[src/outsel_consts.svh]
// outsel_consts.svh: offsets, reset values, selection codes and timing for the output terminal selector.
// assumes inclusion by bare name from each design file that needs it.
`ifndef OUTSEL_CONSTS_SVH
`define OUTSEL_CONSTS_SVH

// apb byte addresses
`define OFS_TERM_A_SEL 8'h00
`define OFS_TERM_B_SEL 8'h04
`define OFS_HOST_OUT 8'h08
`define OFS_START_FREQ 8'h0C
`define OFS_STATUS 8'h10

// reset values
`define RST_TERM_A_SEL 8'h00
`define RST_TERM_B_SEL 8'h63
`define RST_START_FREQ 16'h01F4

// selection codes, positive range; negative range adds the offset
`define CODE_NEG_BASE 8'h64
`define CODE_MAX 8'hC7
`define CODE_RUNNING 8'h00
`define CODE_READY 8'h0B
`define CODE_MAGNET 8'h39
`define CODE_RETRY 8'h40
`define CODE_PID_PAUSE 8'h46
`define CODE_ENERGY_PULSE 8'h4F
`define CODE_WEAR 8'h5A
`define CODE_HARD_FAULT 8'h5B
`define CODE_SAVING_TOGGLE 8'h5C
`define CODE_CURRENT_PULSE 8'h5D
`define CODE_SERVICE_DUE 8'h5F
`define CODE_HOST_SET 8'h60
`define CODE_WARNING 8'h62
`define CODE_FAULT 8'h63

// frequency in 0.01 Hz units; threshold used under magnet motor control
`define MAGNET_START_FREQ 16'h0001

// pole detection delay
`define CLK_HZ 20_000_000
`define POLE_DETECT_MS 100

// status register bit positions
`define ST_READY 0
`define ST_RUNNING 1
`define ST_TERM_A 2
`define ST_TERM_B 3
`define ST_FWD 4
`define ST_REV 5
`define ST_STOP 6

`endif

[src/outsel_pkg.sv]
// outsel_pkg.sv: types shared by the output terminal selector modules.
// assumes outsel_consts.svh supplies the numeric constants.
`default_nettype none
package outsel_pkg;
    typedef logic [7:0] sel_code_t;
    // index of each routable status signal in the flag vector
    typedef enum logic [3:0] {
        F_RUNNING = 4'h0,
        F_READY = 4'h1,
        F_MAGNET = 4'h2,
        F_RETRY = 4'h3,
        F_PID_PAUSE = 4'h4,
        F_ENERGY_PULSE = 4'h5,
        F_WEAR = 4'h6,
        F_HARD_FAULT = 4'h7,
        F_SAVING_TOGGLE = 4'h8,
        F_CURRENT_PULSE = 4'h9,
        F_SERVICE_DUE = 4'hA,
        F_HOST_SET = 4'hB,
        F_WARNING = 4'hC,
        F_FAULT = 4'hD
    } func_idx_t;
    localparam int NUM_FUNC = 14;
endpackage : outsel_pkg
`default_nettype wire

[src/output_terminal_function_select.sv]
// output_terminal_function_select.sv: apb-programmed selector for two drive output terminals,
// plus the ready and running status flags.
// assumes status sources are synchronous to pclk; start and stop pins are asynchronous.
`default_nettype none
`include "outsel_consts.svh"
module output_terminal_function_select #(
    parameter int POLE_CYCLES = (`CLK_HZ / 1000) * `POLE_DETECT_MS
) (
    // clock and reset
    input wire logic pclk,
    input wire logic presetn,
    // apb slave
    input wire logic psel,
    input wire logic penable,
    input wire logic pwrite,
    input wire logic [7:0] paddr,
    input wire logic [31:0] pwdata,
    output logic [31:0] prdata,
    output logic pready,
    output logic pslverr,
    // start and stop pins
    input wire logic forward_start_cmd,
    input wire logic reverse_start_cmd,
    input wire logic output_stop_input,
    // drive state from control logic
    input wire logic [15:0] output_freq,
    input wire logic init_done,
    input wire logic dc_brake_active,
    input wire logic trip_shutoff,
    input wire logic power_loss,
    // routable status sources
    input wire logic magnet_motor_mode_flag,
    input wire logic retry_active_flag,
    input wire logic pid_pause_flag,
    input wire logic energy_pulse_out,
    input wire logic wear_alarm_flag,
    input wire logic hard_fault_flag,
    input wire logic saving_update_toggle,
    input wire logic current_avg_pulse_out,
    input wire logic service_due_flag,
    input wire logic warning_flag,
    input wire logic fault_flag,
    // terminals, high = conducting / relay energised
    output logic term_a_out,
    output logic term_b_out,
    // status flags
    output logic drive_ready_flag,
    output logic running_flag
);
    localparam logic [20:0] POLE_LAST = 21'(POLE_CYCLES);

    logic [2:0] pins_sync;
    logic fwd_s;
    logic rev_s;
    logic stop_s;
    logic start_any;

    logic [7:0] term_a_select_ff;
    logic [7:0] term_b_select_ff;
    logic host_set_output_ff;
    logic [15:0] start_freq_threshold_ff;
    logic [31:0] prdata_ff;
    logic pready_ff;
    logic pslverr_ff;
    logic [20:0] pole_cnt_ff;
    logic [20:0] nxt_pole_cnt;
    logic ready_ff;
    logic running_ff;

    pin_sync #(
        .WIDTH(3)
    ) u_pin_sync (
        .pclk(pclk),
        .presetn(presetn),
        .async_in({output_stop_input, reverse_start_cmd, forward_start_cmd}),
        .sync_out(pins_sync)
    );
    assign fwd_s = pins_sync[0];
    assign rev_s = pins_sync[1];
    assign stop_s = pins_sync[2];
    assign start_any = fwd_s | rev_s;

    // ---- apb decode
    wire setup_phase = psel & ~penable;
    wire access_done = psel & penable & pready_ff;
    wire hit_a = (paddr == `OFS_TERM_A_SEL);
    wire hit_b = (paddr == `OFS_TERM_B_SEL);
    wire hit_host = (paddr == `OFS_HOST_OUT);
    wire hit_freq = (paddr == `OFS_START_FREQ);
    wire hit_stat = (paddr == `OFS_STATUS);
    wire mapped = hit_a | hit_b | hit_host | hit_freq | hit_stat;
    // codes above the negative range, and the saving toggle and current pulse codes on the relay, are refused
    wire code_ok = (pwdata[31:8] == 24'h0000_00) && (pwdata[7:0] <= `CODE_MAX);
    wire relay_bad = (pwdata[7:0] == `CODE_SAVING_TOGGLE) || (pwdata[7:0] == `CODE_CURRENT_PULSE)
        || (pwdata[7:0] == (`CODE_SAVING_TOGGLE + `CODE_NEG_BASE))
        || (pwdata[7:0] == (`CODE_CURRENT_PULSE + `CODE_NEG_BASE));
    wire bad_write = pwrite & (((hit_a | hit_b) & ~code_ok) | (hit_b & relay_bad) | hit_stat);
    wire nxt_err = ~mapped | bad_write;
    wire wr_ok = access_done & pwrite & ~pslverr_ff;

    wire [31:0] status_word = {25'h000_0000, stop_s, rev_s, fwd_s, term_b_out, term_a_out,
        running_ff, ready_ff};
    wire [31:0] nxt_prdata = hit_a ? {24'h0000_00, term_a_select_ff}
        : hit_b ? {24'h0000_00, term_b_select_ff}
        : hit_host ? {31'h0000_0000, host_set_output_ff}
        : hit_freq ? {16'h0000, start_freq_threshold_ff}
        : hit_stat ? status_word
        : 32'h0000_0000;

    // ready one cycle after setup: zero wait states
    always_ff @(posedge pclk or negedge presetn) begin
        if (!presetn) begin
            pready_ff <= 1'b0;
            pslverr_ff <= 1'b0;
            prdata_ff <= 32'h0000_0000;
        end else begin
            pready_ff <= setup_phase;
            pslverr_ff <= setup_phase & nxt_err;
            prdata_ff <= (setup_phase & ~pwrite) ? nxt_prdata : 32'h0000_0000;
        end
    end

    // per-terminal selection, host output and start frequency registers
    always_ff @(posedge pclk or negedge presetn) begin
        if (!presetn) begin
            term_a_select_ff <= `RST_TERM_A_SEL;
            term_b_select_ff <= `RST_TERM_B_SEL;
            host_set_output_ff <= 1'b0;
            start_freq_threshold_ff <= `RST_START_FREQ;
        end else if (wr_ok) begin
            if (hit_a) begin
                term_a_select_ff <= pwdata[7:0];
            end
            if (hit_b) begin
                term_b_select_ff <= pwdata[7:0];
            end
            if (hit_host) begin
                host_set_output_ff <= pwdata[0];
            end
            if (hit_freq) begin
                start_freq_threshold_ff <= pwdata[15:0];
            end
        end
    end

    // ---- ready and running
    wire shutoff = trip_shutoff | fault_flag | stop_s;
    wire [15:0] thr = magnet_motor_mode_flag ? `MAGNET_START_FREQ : start_freq_threshold_ff;
    wire pole_done = ~magnet_motor_mode_flag | (pole_cnt_ff == POLE_LAST);
    wire nxt_ready = init_done & ~shutoff & ~(power_loss & ~start_any);
    wire nxt_running = (output_freq >= thr) & pole_done & ~dc_brake_active & ~shutoff;

    // pole detection timer held at zero while no start command is present, counts up to POLE_LAST while one is
    always_comb begin
        nxt_pole_cnt = pole_cnt_ff;
        if (!start_any) begin
            nxt_pole_cnt = 21'h00_0000;
        end else if (pole_cnt_ff != POLE_LAST) begin
            nxt_pole_cnt = pole_cnt_ff + 21'h00_0001;
        end
    end

    always_ff @(posedge pclk or negedge presetn) begin
        if (!presetn) begin
            pole_cnt_ff <= 21'h00_0000;
            ready_ff <= 1'b0;
            running_ff <= 1'b0;
        end else begin
            pole_cnt_ff <= nxt_pole_cnt;
            ready_ff <= nxt_ready;
            running_ff <= nxt_running;
        end
    end

    // terminal routing, each terminal independent
    logic [outsel_pkg::NUM_FUNC-1:0] flags;
    always_comb begin
        flags = '0;
        flags[outsel_pkg::F_RUNNING] = running_ff;
        flags[outsel_pkg::F_READY] = ready_ff;
        flags[outsel_pkg::F_MAGNET] = magnet_motor_mode_flag;
        flags[outsel_pkg::F_RETRY] = retry_active_flag;
        flags[outsel_pkg::F_PID_PAUSE] = pid_pause_flag;
        flags[outsel_pkg::F_ENERGY_PULSE] = energy_pulse_out;
        flags[outsel_pkg::F_WEAR] = wear_alarm_flag;
        flags[outsel_pkg::F_HARD_FAULT] = hard_fault_flag;
        flags[outsel_pkg::F_SAVING_TOGGLE] = saving_update_toggle;
        flags[outsel_pkg::F_CURRENT_PULSE] = current_avg_pulse_out;
        flags[outsel_pkg::F_SERVICE_DUE] = service_due_flag;
        flags[outsel_pkg::F_HOST_SET] = host_set_output_ff;
        flags[outsel_pkg::F_WARNING] = warning_flag;
        flags[outsel_pkg::F_FAULT] = fault_flag;
    end

    term_mux #(
        .IS_RELAY(1'b0)
    ) u_term_a (
        .pclk(pclk),
        .presetn(presetn),
        .sel_code(term_a_select_ff),
        .flags(flags),
        .term_out(term_a_out)
    );

    term_mux #(
        .IS_RELAY(1'b1)
    ) u_term_b (
        .pclk(pclk),
        .presetn(presetn),
        .sel_code(term_b_select_ff),
        .flags(flags),
        .term_out(term_b_out)
    );

    assign prdata = prdata_ff;
    assign pready = pready_ff;
    assign pslverr = pslverr_ff;
    assign drive_ready_flag = ready_ff;
    assign running_flag = running_ff;
endmodule : output_terminal_function_select
`default_nettype wire

[src/pin_sync.sv]
// pin_sync.sv: two-flop synchroniser, one chain per bit.
// assumes asynchronous inputs and an active-low asynchronous reset.
`default_nettype none
module pin_sync #(
    parameter int WIDTH = 3
) (
    // clock and reset
    input wire logic pclk,
    input wire logic presetn,
    // bits
    input wire logic [WIDTH-1:0] async_in,
    output logic [WIDTH-1:0] sync_out
);
    genvar i;
    generate
        for (i = 0; i < WIDTH; i++) begin : g_bit
            logic meta_ff;
            logic hold_ff;
            always_ff @(posedge pclk or negedge presetn) begin
                if (!presetn) begin
                    meta_ff <= 1'b0;
                    hold_ff <= 1'b0;
                end else begin
                    meta_ff <= async_in[i];
                    hold_ff <= meta_ff;
                end
            end
            assign sync_out[i] = hold_ff;
        end
    endgenerate
endmodule : pin_sync
`default_nettype wire

[src/term_mux.sv]
// term_mux.sv: one programmable output terminal: function pick, then polarity.
// assumes flags are synchronous to pclk; out is registered.
`default_nettype none
`include "outsel_consts.svh"
module term_mux #(
    parameter bit IS_RELAY = 1'b0
) (
    // clock and reset
    input wire logic pclk,
    input wire logic presetn,
    // selection and sources
    input wire logic [7:0] sel_code,
    input wire logic [outsel_pkg::NUM_FUNC-1:0] flags,
    // terminal drive, high = conducting
    output logic term_out
);
    logic neg;
    logic [7:0] base;
    logic [3:0] idx;
    logic hit;
    logic nxt_out;
    logic out_ff;

    assign neg = (sel_code >= `CODE_NEG_BASE) && (sel_code <= `CODE_MAX);
    assign base = neg ? (sel_code - `CODE_NEG_BASE) : sel_code;

    always_comb begin
        idx = 4'h0;
        hit = 1'b1;
        case (base)
            `CODE_RUNNING: idx = outsel_pkg::F_RUNNING;
            `CODE_READY: idx = outsel_pkg::F_READY;
            `CODE_MAGNET: idx = outsel_pkg::F_MAGNET;
            `CODE_RETRY: idx = outsel_pkg::F_RETRY;
            `CODE_PID_PAUSE: idx = outsel_pkg::F_PID_PAUSE;
            `CODE_ENERGY_PULSE: idx = outsel_pkg::F_ENERGY_PULSE;
            `CODE_WEAR: idx = outsel_pkg::F_WEAR;
            `CODE_HARD_FAULT: idx = outsel_pkg::F_HARD_FAULT;
            `CODE_SAVING_TOGGLE: begin
                idx = outsel_pkg::F_SAVING_TOGGLE;
                hit = !IS_RELAY;
            end
            `CODE_CURRENT_PULSE: begin
                idx = outsel_pkg::F_CURRENT_PULSE;
                hit = !IS_RELAY;
            end
            `CODE_SERVICE_DUE: idx = outsel_pkg::F_SERVICE_DUE;
            `CODE_HOST_SET: idx = outsel_pkg::F_HOST_SET;
            `CODE_WARNING: idx = outsel_pkg::F_WARNING;
            `CODE_FAULT: idx = outsel_pkg::F_FAULT;
            default: hit = 1'b0;
        endcase
        if (sel_code > `CODE_MAX) begin
            hit = 1'b0;
        end
    end

    // polarity after selection
    assign nxt_out = hit & (flags[idx] ^ neg);

    always_ff @(posedge pclk or negedge presetn) begin
        if (!presetn) begin
            out_ff <= 1'b0;
        end else begin
            out_ff <= nxt_out;
        end
    end
    assign term_out = out_ff;
endmodule : term_mux
`default_nettype wire

[config.mk]
export PLATFORM = sky130hd
export DESIGN_NAME = output_terminal_function_select
export DESIGN_NICKNAME = d
export VERILOG_FILES = /design/src/outsel_pkg.sv /design/src/output_terminal_function_select.sv /design/src/pin_sync.sv /design/src/term_mux.sv
export VERILOG_INCLUDE_DIRS = /design/src
export SDC_FILE = /design/constraint.sdc
export NUM_CORES = 1
export LEC_CHECK = 0
export ABC_AREA = 1
export BUFFER_PORTS_ARGS = -buffer_cell sky130_fd_sc_hd__buf_4
export CORE_MARGIN = 2
export CORE_UTILIZATION = 30
export DETAILED_ROUTE_END_ITERATION = 8
export GPL_TIMING_DRIVEN = 0
export PLACE_DENSITY = 0.46
export SYNTH_ARGS = -nofsm -noshare
export SYNTH_HDL_FRONTEND = slang
export SYNTH_HIERARCHICAL = 1
export SYNTH_SLANG_ARGS = --single-unit
export TNS_END_PERCENT = 5
[constraint.sdc]
create_clock -name pclk -period 2.3 [get_ports pclk]
set_input_delay 0.23 -clock pclk [delete_from_list [all_inputs] [get_ports pclk]]
set_output_delay 0.23 -clock pclk [all_outputs]
set_load 0.01 [all_outputs]
==> impl_metrics.py <==
metrics = {
    "detailed_routing": {
        "wl_um": 18300,
        "wl_per_cell_um": 14.2,
        "viasPerCell": 4.53,
        "firstDrtPassIters": 5,
        "drt-initial-drc-count": 291,
        "drc": 0,
        "ant_nets": 0,
        "num_vias": 5833,
    },
    "pwr": {
        "clockPowerShare_pct": 44.8,
        "total_power_w": 0.00350,
        "combinationalPowerShare_pct": 11.9,
        "intPower_w": 0.00262,
        "powerDensity_mw_per_mm2": 430,
        "seqPwrFrac_pct": 43.3,
        "switching_share_pct": 25.0,
        "p_leak_nw": 4.10,
        "peakVddDrop_uv": 345,
        "p_sw_w": 0.000876,
    },
    "yosys": {
        "netlist_instances": 854,
        "ys_seq_elements": 82,
        "yosysSeqAreaShare_pct": 33.9,
        "avgSynthCellArea_um2": 7.14,
        "synthTopCellsByArea": "dfrtp_1 (30%), nand2_1 (13%), nand3_1 (6.5%)",
        "ys_types": 43,
        "netlist_area_mm2": 0.00609,
        "synth_top_area_share_pct": 29.6,
        "yosys.area.top_type": "dfrtp_1",
        "yosys_warnings": 6,
    },
    "run": {
        "cap_violations": 0,
    },
    "timing": {
        "tightest_slew_ns": 1.11,
        "finalSetupViolCount": 2,
        "setup-tns-final_ns": -0.607,
        "fin_worst_skew_ns": 0.00690,
        "rsz0062_at_grt": "true",
        "holdWs_ns": 0.0484,
        "final.min_clock_period_ns": 2.62,
        "maxSlewViolCount": 0,
        "fmax_ghz": 0.382,
        "relSlewSlack_pct": 25.7,
        "post-route-period-util_pct": 114,
        "hold_viol_final": 0,
        "layout_setup_ws_ns": -0.317,
    },
    "floorplan": {
        "die_height_um": 147,
        "core_mm2": 0.0201,
        "pin_count": 117,
        "num_rows": 52,
        "dieArea_mm2": 0.0215,
        "die-width_um": 147,
        "initial_core_util_pct": 30.3,
    },
    "layout": {
        "nets": 1114,
        "layout_common_cells": "nand2_1 (196), buf_4 (143), inv_1 (91)",
        "fillers": 2108,
        "finalNonFillerCells": 1288,
        "layout_commonest_cell": "nand2_1",
        "drive_above_1_share_pct": 32.6,
        "final_util_pct": 40.5,
        "syn_to_final_growth_pct": 33.6,
        "num_antenna_cells": 0,
    },
    "clock_tree": {
        "clk-insertion-delay-late_ns": 0.35,
        "clk_pin_slew_worst_paths_ns": 0.06,
        "cts_tree": "done",
        "cts_sinks": 82,
        "cts_root_buffer": "clkbuf_16",
        "cts_buffers": 9,
        "cts_htree_levels": 3,
        "cts_buffer_depth": 2,
    },
    "placement": {
        "portBuffers": 100,
        "numPlacedInstances": 1239,
        "dpl.hpwl_um": 13700,
        "globalplace.congestion": 0.797,
    },
    "worst_setup_path": {
        "crit_type": "flip-flop to flip-flop",
        "required_ns": 2.58,
        "crit_path_max_fanout": 8,
        "cp.arrival_ns": 2.90,
        "end_kind": "flip-flop",
        "cp-start-kind": "flip-flop",
    },
    "global_routing": {
        "antenna_found_initial": 1,
        "grt_max_degree": 83,
        "grt_use_total_pct": 17.6,
        "grt_pass1_vias": 5702,
        "grt_pass1_wl_um": 29900,
        "grt_overflow": 0,
    },
    "run_status": {
        "outcome": "complete, but fails checks",
        "violations": "setup timing",
    },
    "worst_hold_path": {
        "hold_class": "input pin to flip-flop",
    },
}
-- through the flow --
step	worst slack, ns	area, um2
after floorplan	-0.112	6150
after global placement	-0.501	7240
after detailed placement	-0.511	7240
after CTS	-0.281	7900
after global routing	-0.514	8140
final	-0.317	8140
-- worst paths after layout --
| check | slack, ns | start | to | depth (start not counted) |
|---|---|---|---|---|
| worst max-delay path | -0.32 | term_a_select_ff[2] | u_term_a/term_out | 25 |
| worst min-delay path | 0.05 | power_loss | drive_ready_flag | 2 |
| worst max register to register | -0.32 | term_a_select_ff[2] | u_term_a/term_out | 25 |
| worst min register to register | 0.35 | u_pin_sync/g_bit[1].meta_ff | u_pin_sync/g_bit[1].hold_ff | 0 |
| max in group asynchronous | 1.42 | presetn | term_b_select_ff[2] | 1 |
| min in group asynchronous | 0.09 | presetn | u_pin_sync/g_bit[0].hold_ff | 1 |
-- routing by layer --
| layer | vias up | track usage, % | wire length [um] |
|---|---|---|---|
| met5 | - | 0 | 0 |
| met4 | 0 | 3.25 | 172 |
| met3 | 14 | 3.00 | 576 |
| met2 | 78 | 30.7 | 9190 |
| met1 | 2701 | 23.0 | 8380 |
| li1 | 3040 | - | - |
-- power by group through the flow --
stage | logic, W | clock network [W] | registers [W]
after floorplan | 0.000203 | 0 | 0.00153
after global placement | 0.000409 | 0 | 0.00154
after detailed placement | 0.000411 | 0 | 0.00154
after CTS | 0.000421 | 0.00162 | 0.00151
after global routing | 0.000476 | 0.00167 | 0.00152
final | 0.000415 | 0.00157 | 0.00152
-- critical path: stages (launching register included) --
cell and delay, ns:
dfrtp_2 0.43, inv_2 0.09, ha_4 0.15, inv_2 0.04
nor2_4 0.09, nand2_2 0.07, nand2_4 0.10, nand2_8 0.09
nand2_8 0.13, nand2_4 0.06, nand2_4 0.11, inv_4 0.05
nor2_4 0.12, nand2_4 0.08, a21oi_4 0.14, nor2_4 0.07
buf_4 0.14, nand3b_1 0.07, nand3_1 0.07, nand2_1 0.06
nand2_1 0.04, nand2_1 0.07, nand2_1 0.07, nand2_1 0.07
nand2_1 0.04, nor2_1 0.09
-- layout make-up --
class	instances	area, um2	share of cell area, %
Tap cell	270	338	4.15
Inverter	108	417	5.12
Buffer	26	193	2.37
Sequential cell	82	2070	25.4
Timing Repair Buffer	129	992	12.2
Clock buffer	11	233	2.86
Clock inverter	5	80.1	0.984
Multi-Input combinational cell	657	3820	46.9
-- sequential cells by signal (all words and copies together) (netlist names) --
name,cells
start_freq_threshold_ff,16
u_pin_sync/g_bit.meta_ff,3
u_term_b/term_out,1
drive_ready_flag,1
prdata,16
u_pin_sync/g_bit.hold_ff,3
running_flag,1
term_a_select_ff,8
host_set_output_ff,1
pslverr,1
u_term_a/term_out,1
pready,1
term_b_select_ff,8
pole_cnt_ff,21
-- synthesized netlist by cell type, drive strengths merged --
cell type,count
inv,107
nor3,12
nor4,1
ha,22
o211ai,1
xnor2,2
mux2,8
nand3,80
nor2,109
xor2,1
a21boi,2
a31oi,5
or2,2
dfrtp,72
nand2,270
and3,1
o21ai,58
buf,23
o21a,4
a22oi,1
nand4,13
clkinv,1
dfstp,10
a21oi,38
conb,1
clkbuf,3
nand3b,7
-- cell families (layout without fill, tap and decap cells) --
| kind of cell | Yosys count | in the layout | synth area share, % |
|---|---|---|---|
| buffers and inverters | 134 | 279 | 9.84 |
| adders and majority gates | 22 | 22 | 4.52 |
| AOI/OAI and AO/OA | 109 | 109 | 9.57 |
| DFF | 82 | 82 | 33.9 |
| other | 1 | 16 | 0.0615 |
| and+or+nand+nor | 495 | 499 | 40.0 |
| muxes | 8 | 8 | 1.72 |
| xor gates and xnor gates | 3 | 3 | 0.431 |
-- repair_timing --
action                                  CTS  global route
buffers inserted                         14            12
gates cloned                              3             1
endpoints found under the setup margin    2             2
pin swaps                                28            37
endpoints found under the hold margin     3             0
hold buffers                              3             0
gates resized for setup                  44            34
Power figures use the tool's default switching activity.
